===== config.mk =====
export PLATFORM = sky130hd
export DESIGN_NAME = esh_top
export DESIGN_NICKNAME = d
export VERILOG_FILES = /design/src/core/esh_pkg.sv /design/src/core/esh_top.sv
export VERILOG_INCLUDE_DIRS = /design/src /design/src/core
export SDC_FILE = /design/constraint.sdc
export NUM_CORES = 1
export LEC_CHECK = 0
export BUFFER_PORTS_ARGS = -buffer_cell sky130_fd_sc_hd__buf_2
export CORE_ASPECT_RATIO = 1.1
export CORE_MARGIN = 1
export CORE_UTILIZATION = 45
export DETAILED_ROUTE_END_ITERATION = 12
export PLACE_DENSITY = 0.68
export SLEW_MARGIN = 30
export SYNTH_ARGS = -nofsm -noshare
export SYNTH_HDL_FRONTEND = slang
export SYNTH_SLANG_ARGS = --single-unit

===== constraint.sdc =====
create_clock -name sys_clk_in -period 5.7 [get_ports sys_clk_in]
set_input_delay 0 -clock sys_clk_in [delete_from_list [all_inputs] [get_ports sys_clk_in]]
set_output_delay 0 -clock sys_clk_in [all_outputs]
set_load 0.01 [all_outputs]

===== src/core/esh_regs.svh =====
// Offsets, field positions, field codes and timing counts of the shutdown handshake block.
// Overview of operation
// - Vehicle sends command every 10 ms; byte 2 bits 3-4: 0 normal, 1 shutdown.
// - Decode key position byte 2 bits 7-8: 0,1 no heat, 2 heat, 3 starter.
// - Send acknowledge every 100 ms, priority 3, preheat state byte 2 bits 4-5.
// - Acknowledge byte 2 bit 8: 0 power stays, 1 power may be removed.
// - Acknowledge goes to one only after a requested shutdown has fully completed.
// - A failure stop keeps the acknowledge at zero.
// - A shutdown request stops the engine even after cranking has begun.
`ifndef ESH_REGS_SVH
`define ESH_REGS_SVH
`define ESH_CLK_HZ         50000000
`define ESH_CMD_PERIOD_MS  10
`define ESH_ACK_PERIOD_MS  100
`define ESH_ACK_CYCLES     ((`ESH_CLK_HZ / 1000) * `ESH_ACK_PERIOD_MS)
`define ESH_CMD_CYCLES     ((`ESH_CLK_HZ / 1000) * `ESH_CMD_PERIOD_MS)
`define ESH_ACK_PRIORITY   3'h3
`define ESH_SDREQ_LSB      2
`define ESH_KEY_LSB        6
`define ESH_PREHEAT_LSB    3
`define ESH_SDACK_BIT      7
`define ESH_SDREQ_ACTIVE   2'h1
`define ESH_KEY_HEAT_EN    2'h2
`define ESH_KEY_START      2'h3
`define ESH_PRE_OFF        2'h0
`define ESH_PRE_ON         2'h1
`define ESH_PRE_ERR        2'h2
`define ESH_PRE_NA         2'h3
`define ESH_ADDR_CTRL      12'h000
`define ESH_ADDR_STATUS    12'h004
`define ESH_ADDR_IRQ_STAT  12'h008
`define ESH_ADDR_IRQ_MASK  12'h00C
`define ESH_ADDR_CMD_BYTE  12'h010
`define ESH_IRQ_ACK        0
`define ESH_IRQ_FAIL       1
`define ESH_IRQ_CANCEL     2
`define ESH_IRQ_CMD        3
`endif


===== src/core/esh_pkg.sv =====
// Types shared by the shutdown handshake block.
package esh_pkg;
  typedef struct packed {
    logic       valid;
    logic [7:0] byte2;
  } esh_cmd_t;
  typedef struct packed {
    logic       valid;
    logic [2:0] priority_lvl;
    logic [7:0] byte2;
  } esh_ack_t;
  typedef enum logic [1:0] {ESH_RUN, ESH_SHUTTING, ESH_DONE, ESH_FAILED} esh_state_t;
endpackage


===== src/core/esh_top.sv =====
// Shutdown handshake between engine controller and vehicle controller, with APB registers.
//
// Design decisions made here: register access over APB and the placing of the registers.
`timescale 1ns/100ps
`include "esh_regs.svh"
module esh_top
  import esh_pkg::*;
#(
  parameter int ACK_CYCLES = `ESH_ACK_CYCLES
) (
  input  wire logic        sys_clk_in,
  input  wire logic        rst_n_in,
  input  wire esh_cmd_t    cmd_in,
  input  wire logic        shutdown_done_in,
  input  wire logic        failure_stop_in,
  input  wire logic        heater_on_in,
  input  wire logic        heater_fault_in,
  input  wire logic        cranking_in,
  output esh_ack_t         ack_out,
  output logic             engine_stop_out,
  output logic             heat_enable_out,
  output logic             starter_permit_out,
  output logic             irq_out,
  input  wire logic        psel,
  input  wire logic        penable,
  input  wire logic        pwrite,
  input  wire logic [11:0] paddr,
  input  wire logic [31:0] pwdata,
  output logic [31:0]      prdata,
  output logic             pready,
  output logic             pslverr
);
  esh_state_t  state_ff;
  logic [7:0]  cmd_byte_ff;
  logic        cmd_seen_ff;
  logic        sd_ack_ff;
  logic [31:0] tick_ff;
  logic [3:0]  irq_stat_ff;
  logic [3:0]  irq_mask_ff;
  logic        force_stop_ff;
  logic        done_s1_ff, done_s2_ff, fail_s1_ff, fail_s2_ff;
  logic        hon_s1_ff, hon_s2_ff, hflt_s1_ff, hflt_s2_ff;
  logic        crank_s1_ff, crank_s2_ff;
  logic [3:0]  nxt_events;
  logic        sd_req;
  logic [1:0]  key_pos;
  logic [1:0]  preheat;
  logic        wr_en;
  logic        rd_en;

  function automatic logic [1:0] get_field(input logic [7:0] b, input int lsb);
    get_field = b[lsb +: 2];
  endfunction

  // Status pins come from outside this clock domain.
  always_ff @(posedge sys_clk_in or negedge rst_n_in) begin
    if (!rst_n_in) begin
      {done_s1_ff, done_s2_ff, fail_s1_ff, fail_s2_ff} <= 4'h0;
      {hon_s1_ff, hon_s2_ff, hflt_s1_ff, hflt_s2_ff}   <= 4'h0;
      {crank_s1_ff, crank_s2_ff}                       <= 2'h0;
    end else begin
      done_s1_ff <= shutdown_done_in;
      done_s2_ff <= done_s1_ff;
      fail_s1_ff <= failure_stop_in;
      fail_s2_ff <= fail_s1_ff;
      hon_s1_ff  <= heater_on_in;
      hon_s2_ff  <= hon_s1_ff;
      hflt_s1_ff <= heater_fault_in;
      hflt_s2_ff <= hflt_s1_ff;
      crank_s1_ff <= cranking_in;
      crank_s2_ff <= crank_s1_ff;
    end
  end

  always_ff @(posedge sys_clk_in or negedge rst_n_in) begin
    if (!rst_n_in) begin
      cmd_byte_ff <= 8'h00;
      cmd_seen_ff <= 1'b0;
    end else if (cmd_in.valid) begin
      cmd_byte_ff <= cmd_in.byte2;
      cmd_seen_ff <= 1'b1;
    end
  end

  assign sd_req  = (get_field(cmd_byte_ff, `ESH_SDREQ_LSB) == `ESH_SDREQ_ACTIVE);
  assign key_pos = get_field(cmd_byte_ff, `ESH_KEY_LSB);

  always_ff @(posedge sys_clk_in or negedge rst_n_in) begin
    if (!rst_n_in) begin
      heat_enable_out    <= 1'b0;
      starter_permit_out <= 1'b0;
    end else begin
      heat_enable_out    <= (key_pos == `ESH_KEY_HEAT_EN);
      starter_permit_out <= (key_pos == `ESH_KEY_START) && !sd_req;
    end
  end

  // Failure wins over completion so a failure stop never reports a clean shutdown.
  always_ff @(posedge sys_clk_in or negedge rst_n_in) begin
    if (!rst_n_in) begin
      state_ff <= ESH_RUN;
    end else begin
      unique case (state_ff)
        ESH_RUN: begin
          if (fail_s2_ff) begin
            state_ff <= ESH_FAILED;
          end else if (sd_req) begin
            state_ff <= ESH_SHUTTING;
          end
        end
        ESH_SHUTTING: begin
          if (fail_s2_ff) begin
            state_ff <= ESH_FAILED;
          end else if (!sd_req) begin
            state_ff <= ESH_RUN;
          end else if (done_s2_ff) begin
            state_ff <= ESH_DONE;
          end
        end
        ESH_DONE: begin
          if (!sd_req) begin
            state_ff <= ESH_RUN;
          end
        end
        ESH_FAILED: begin
          if (!fail_s2_ff && !sd_req) begin
            state_ff <= ESH_RUN;
          end
        end
      endcase
    end
  end

  always_ff @(posedge sys_clk_in or negedge rst_n_in) begin
    if (!rst_n_in) begin
      sd_ack_ff       <= 1'b0;
      engine_stop_out <= 1'b0;
    end else begin
      sd_ack_ff       <= (state_ff == ESH_DONE) && sd_req && !fail_s2_ff;
      engine_stop_out <= sd_req || force_stop_ff;
    end
  end

  assign preheat = hflt_s2_ff ? `ESH_PRE_ERR : (hon_s2_ff ? `ESH_PRE_ON : `ESH_PRE_OFF);

  always_ff @(posedge sys_clk_in or negedge rst_n_in) begin
    if (!rst_n_in) begin
      tick_ff <= 32'h0000_0000;
      ack_out <= '0;
    end else begin
      ack_out.valid <= 1'b0;
      if (tick_ff == 32'(ACK_CYCLES - 1)) begin
        tick_ff              <= 32'h0000_0000;
        ack_out.valid        <= 1'b1;
        ack_out.priority_lvl <= `ESH_ACK_PRIORITY;
        ack_out.byte2        <= 8'h00;
        ack_out.byte2[`ESH_PREHEAT_LSB +: 2] <= preheat;
        ack_out.byte2[`ESH_SDACK_BIT]        <= sd_ack_ff;
      end else begin
        tick_ff <= tick_ff + 32'h0000_0001;
      end
    end
  end

  assign nxt_events[`ESH_IRQ_ACK]    = (state_ff == ESH_SHUTTING) && sd_req && done_s2_ff
                                       && !fail_s2_ff;
  assign nxt_events[`ESH_IRQ_FAIL]   = (state_ff != ESH_FAILED) && fail_s2_ff;
  assign nxt_events[`ESH_IRQ_CANCEL] = (state_ff == ESH_SHUTTING) && !sd_req && !fail_s2_ff;
  assign nxt_events[`ESH_IRQ_CMD]    = cmd_in.valid;

  assign wr_en   = psel && penable && pwrite;
  assign rd_en   = psel && !pwrite;
  assign pready  = 1'b1;
  assign pslverr = 1'b0;

  // Set wins over a write-one clear in the same cycle.
  always_ff @(posedge sys_clk_in or negedge rst_n_in) begin
    if (!rst_n_in) begin
      irq_stat_ff   <= 4'h0;
      irq_mask_ff   <= 4'h0;
      force_stop_ff <= 1'b0;
    end else begin
      if (wr_en && paddr == `ESH_ADDR_IRQ_STAT) begin
        irq_stat_ff <= (irq_stat_ff & ~pwdata[3:0]) | nxt_events;
      end else begin
        irq_stat_ff <= irq_stat_ff | nxt_events;
      end
      if (wr_en && paddr == `ESH_ADDR_IRQ_MASK) begin
        irq_mask_ff <= pwdata[3:0];
      end
      if (wr_en && paddr == `ESH_ADDR_CTRL) begin
        force_stop_ff <= pwdata[0];
      end
    end
  end

  assign irq_out = |(irq_stat_ff & irq_mask_ff);

  always_ff @(posedge sys_clk_in or negedge rst_n_in) begin
    if (!rst_n_in) begin
      prdata <= 32'h0000_0000;
    end else if (rd_en && !penable) begin
      unique case (paddr)
        `ESH_ADDR_CTRL:     prdata <= {31'h0, force_stop_ff};
        `ESH_ADDR_STATUS:   prdata <= {24'h0, cmd_seen_ff, crank_s2_ff, preheat,
                                       sd_ack_ff, sd_req, 2'(state_ff)};
        `ESH_ADDR_IRQ_STAT: prdata <= {28'h0, irq_stat_ff};
        `ESH_ADDR_IRQ_MASK: prdata <= {28'h0, irq_mask_ff};
        `ESH_ADDR_CMD_BYTE: prdata <= {24'h0, cmd_byte_ff};
        default:            prdata <= 32'h0000_0000;
      endcase
    end
  end

  a_ack_needs_req: assert property (@(posedge sys_clk_in) disable iff (!rst_n_in)
    $rose(sd_ack_ff) |-> $past(state_ff) == ESH_DONE && $past(sd_req))
    else $error("Acknowledge rose without completed shutdown.");
  a_fail_no_ack: assert property (@(posedge sys_clk_in) disable iff (!rst_n_in)
    state_ff == ESH_FAILED |=> !sd_ack_ff)
    else $error("Acknowledge set after failure stop.");
  a_cancel_abandon: assert property (@(posedge sys_clk_in) disable iff (!rst_n_in)
    state_ff == ESH_SHUTTING && !sd_req && !fail_s2_ff |=> state_ff == ESH_RUN ##1 !sd_ack_ff)
    else $error("Withdrawn request not abandoned.");
  a_stop_on_req: assert property (@(posedge sys_clk_in) disable iff (!rst_n_in)
    sd_req |=> engine_stop_out)
    else $error("Engine not stopped on request.");
  a_ack_frame: assert property (@(posedge sys_clk_in) disable iff (!rst_n_in)
    ack_out.valid |-> ack_out.priority_lvl == 3'h3 && ack_out.byte2[7] == $past(sd_ack_ff))
    else $error("Acknowledge frame contents wrong.");
  a_preheat_code: assert property (@(posedge sys_clk_in) disable iff (!rst_n_in)
    ack_out.valid |-> ack_out.byte2[4:3] == $past(preheat))
    else $error("Preheat code wrong in frame.");
  a_key_decode: assert property (@(posedge sys_clk_in) disable iff (!rst_n_in)
    key_pos == 2'h2 |=> heat_enable_out && !starter_permit_out)
    else $error("Key position decode wrong.");
  a_req_decode: assert property (@(posedge sys_clk_in) disable iff (!rst_n_in)
    cmd_in.valid && cmd_in.byte2[3:2] == 2'h1 |=> sd_req)
    else $error("Shutdown request not decoded.");
endmodule


* Word level (Yosys, flattened, before mapping)
Cells that the tools add are included.
** Operators by class
- Add/sub/neg operators :: 1
- $mul :: 0
- Div/mod/pow operators :: 0
- Order comparisons :: 0
- Equal/unequal tests :: 16
- Shifts and indexed selects :: 0
- Multiplexer cells :: 14
- Bitwise gates (word level) :: 5
- Reductions and logical operators :: 26
** Operators with widths (count)
- 8-bit one-hot mux with 5 select lines :: 1
- 32-bit by 1-bit adder with 32-bit output (second input constant) :: 1
- 32-bit by 23-bit == test with 1-bit output (second input constant) :: 1
- 32-bit two-way mux :: 1
- 12-bit by 4-bit == test with 1-bit output (second input constant) :: 2
- 1-bit logical AND :: 17
- 2-bit two-way mux :: 8
- 12-bit by 3-bit == test with 1-bit output (second input constant) :: 1
- 12-bit by 5-bit == test with 1-bit output (second input constant) :: 1
- 12-bit logical NOT :: 1
- 12-bit two-way mux :: 1
- 4-bit AND :: 2
- 2-bit == test (second input constant) :: 4
- 4-bit OR :: 2
- 2-bit one-hot mux with 4 select lines :: 1
- 2-bit inequality test (second input constant) :: 3
- 2-bit by 1-bit == test with 1-bit output (second input constant) :: 2
- 1-bit logical NOT :: 4
- 4-bit two-way mux :: 1
- 4-bit inequality test (second input constant) :: 1
- 4-bit NOT :: 1
- 4-bit AND reduction :: 1
- 4-bit OR reduction :: 1
- 3-bit inequality test (second input constant) :: 1
- other kinds (3) :: 3
** Word-level totals
- Bits in registers :: 103
- Latch bits :: 0
- Bits in writable memories :: 0
- Memory bits (read-only) :: 0
- Bits of input ports :: 63
- Output and inout bits :: 50
- Word-level logic and storage cells :: 87
- Memories :: 0

* Longest topological paths before layout
- Depth in word-level cells :: 6
- Mapped depth :: 7
- Gate-level depth less buffers :: 5

* Worst setup path after synthesis
OpenSTA, ideal clock, no wires.
- Kind :: reg-to-reg
- Start point :: register tick_ff[16]
- End point :: register ack_out[4] in the netlist's numbering
- Setup time :: 125 ps
- Arrival :: 2242 ps
- Required time :: 5575 ps
- Setup slack :: 3333 ps
- Stages on the path, launching flop included :: 7
- Path buffers :: 2
- Period minus slack after synthesis :: 2367 ps
- Cells stage by stage :: dfrtp_1 or4b_1 or4_1 buf_2 nor4_4 buf_6 mux2_4
** Between the ends
- Longest elaborated chain between the ends :: 1
** RTL lines
- from (decl) :: RTL line esh_top.sv:37 : logic [31:0] tick_ff;
- from (signal assigned) :: RTL line esh_top.sv:160 : tick_ff <= tick_ff + 32'h0000_0001;
- 32-bit by 23-bit == test with 1-bit output :: RTL line esh_top.sv:152 : if (tick_ff == 32'(ACK_CYCLES - 1)) begin
- to (decl) :: RTL line esh_top.sv:19 : output esh_ack_t ack_out,
Every way passes these cells.
A chain may end at the register's enable or synchronous reset.

* Final worst setup path
- Start point :: register tick_ff[16]
- End point :: register ack_out[3] in the netlist's numbering
Same word-level chain as after synthesis.

==> metrics.cfg <==
[layout]
drive_gt1_frac=0.2299
final_common_cell=dfrtp_1
synthToLayoutAreaGrowth_pct=15.74
layout.nets=481
design_area_um2=4389
final_cell_mix=dfrtp_1, buf_2, conb_1
antenna_cells=0

[timing]
hold_viol_final=0
worstMarginPinSlew_ns=0.9776
skew_ns=0.01287
rsz0062_at_grt=false
relSlewSlack=0.3428
max_freq_mhz=347.6
fin_crit_sh=0.5047
final_max_slew_viol_count=0
period_needed_ns=2.877
fin_setup_tns_ns=0
setup_violations=0

[routing]
drc=0
wire_per_inst_um=14.05
dr.pass1.iters=6
via_count=2748
drt-total-wl_um=7449
first_iter_violations=105
via_per_inst=5.185
ant_nets=0

[die]
row_count=34
die_w_um=89.53
dieArea_um2=8799
io_pins=113
initial_utilization=0.4717
core_um2=8040
die-height_um=98.28

[cts]
post_cts_buffers=0
clk_pin_slew_ns=0.09
cts-hold-fix-buffers=18
numCtsBuffers=9
clock_latency_ns=0.35
cts-resized-gates=0
cts.htree.levels=3
cts_tree=done
cts_buffer_depth=2
clock-sinks=79
cts-root-buf=clkbuf_8

[placed_design]
port-buffer-count=52
place_area_um2=4016
globalplace.congestion=0.8161
post-dp-hpwl_um=5060

[synth]
postSynthCellCount=347
synth.avg_cell_area_um2=10.93
yosys.area.top_type_share=0.5213
synth_area_leaders=dfrtp_1, buf_4, mux2_2
ys_types=51
synthArstFlopShare=1.000
synth_edf_count=0
yosys.area.top_type=dfrtp_1
ys_seq_elements=79
synth.yosys.warnings=0
syn-cell-area_um2=3792
synthFlopType=dfrtp_1
ys_seq_area_frac=0.5213

[grt]
gr-total-overflow=0
grt_antenna_before_repair=0
grt_pass1_vias=2585
grt_max_degree=80
grt_use_total=0.1816
grt_pass1_wl_um=12170

[setup_path]
crit_type=flip-flop to flip-flop
cp.arrival_ns=3.12
end_kind=flip-flop
crit_required_ns=5.94
cp-start-kind=flip-flop
worstPathMaxFanout=11

[min_path]
hold_class=primary input to flip-flop

[outcome]
outcome=complete, no violations

[power_and_ir_drop]
ir_worst_vdd_v=0.0001038
power_density_nw_per_um2=247.3
leakage_nw=2.014

[flow_run]
cap_violations=0

flip-flops by register name (all words and copies together) (netlist names), 2 cells and up:
signal,cells
irq_stat_ff,4
ack_out,5
cmd_byte_ff,8
irq_mask_ff,4
tick_ff,32
prdata,8
state_ff,2
power breakdown:
group	internal [mW]	leakage (nW)	switching (mW)
registers	0.581	1.02	0.0203
logic	0.0398	0.901	0.0520
clock network	0.176	0.0939	0.216
total	0.797	2.01	0.288
metal layers:
metal	track usage	part of all wire	wire (um)	vias to the layer above
met5	0	0	0	-
met4	0.07326	0.022	167	0
met3	0.03719	0.034	251	13
met2	0.2877	0.48	3594	69
met1	0.2418	0.46	3435	1335
li1	-	-	-	1331
logic make-up after synthesis:
logic type,after synthesis,share of synthesized area
and+or+nand+nor,127,0.1963
DFF,79,0.5213
buffers and inverters,51,0.08545
AOI/OAI and AO/OA,46,0.08281
xor gates and xnor gates,22,0.05081
muxes,19,0.05807
other,2,0.001980
adders and majority gates,1,0.003299
Yosys cell counts, drive strengths merged (2+ instances only):
library cell and count:
o311ai 2, mux2 18, conb 2, inv 10, nor2b 5, or2 5
xor2 4, or4 4, clkbuf 6, nand3 11, nor3 9, nor4b 2
a21o 2, nand2 24, or3 2, o21ai 15, buf 35, and4 3
nor2 14, xnor2 18, a22o 4, or4b 2, and3 4, a21oi 6
a22oi 8, nor4 11, nand2b 3, nand3b 3, dfrtp 79, nand4 22
cell type report:
| cell class | count | area, um^2 |
|---|---|---|
| Timing Repair Buffer | 70 | 446.7 |
| Multi-Input combinational cell | 247 | 1604 |
| Inverter | 10 | 37.54 |
| Clock inverter | 6 | 51.30 |
| Fill cell | 710 | 3651 |
| Clock buffer | 10 | 137.6 |
| Tap cell | 108 | 135.1 |
| Sequential cell | 79 | 1977 |
final timing paths:
check                                      startpoint                        end  slack [ns]  cells past startpoint
worst min-delay path                        cmd_in[8]   irq_stat_ff[3]$_DFF_PN0_        0.02                      2
worst max-delay path            tick_ff[16]$_DFF_PN0_     ack_out[3]$_DFFE_PN0P_        2.82                      4
worst min register to register   hflt_s1_ff$_DFF_PN0_       hflt_s2_ff$_DFF_PN0_        0.35                      0
min in group asynchronous                    rst_n_in  force_stop_ff$_DFFE_PN0P_        0.24                      2
max in group asynchronous                    rst_n_in      tick_ff[20]$_DFF_PN0_        4.96                      2
worst max register to register  tick_ff[16]$_DFF_PN0_     ack_out[3]$_DFFE_PN0P_        2.82                      4
critical path, cell delays in order, from the launching register on:
cell     delay [ns]
dfrtp_1        0.42
or4b_1         0.51
or4_1          0.66
nor4_4         0.79
mux2_1         0.39
through the flow:
| stage | total power [mW] | hold slack [ns] | instances | setup slack, ns | utilization |
|---|---|---|---|---|---|
| final | 1.085 | 0.01916 | 530 | 2.823 | 0.5459 |
| after global routing | 1.139 | 0.03241 | 530 | 2.649 | 0.5459 |
| after CTS | 1.098 | 0.0007915 | 530 | 2.771 | 0.5454 |
| after detailed placement | 0.6938 | 0.1096 | 496 | 2.772 | 0.4995 |
| after global placement | 0.6910 | 0.1084 | 496 | 2.855 | 0.4995 |
| after floorplan | 0.6699 | -0.2956 | 377 | 3.333 | - |
Note: power is estimated with default switching activity, not from simulation.
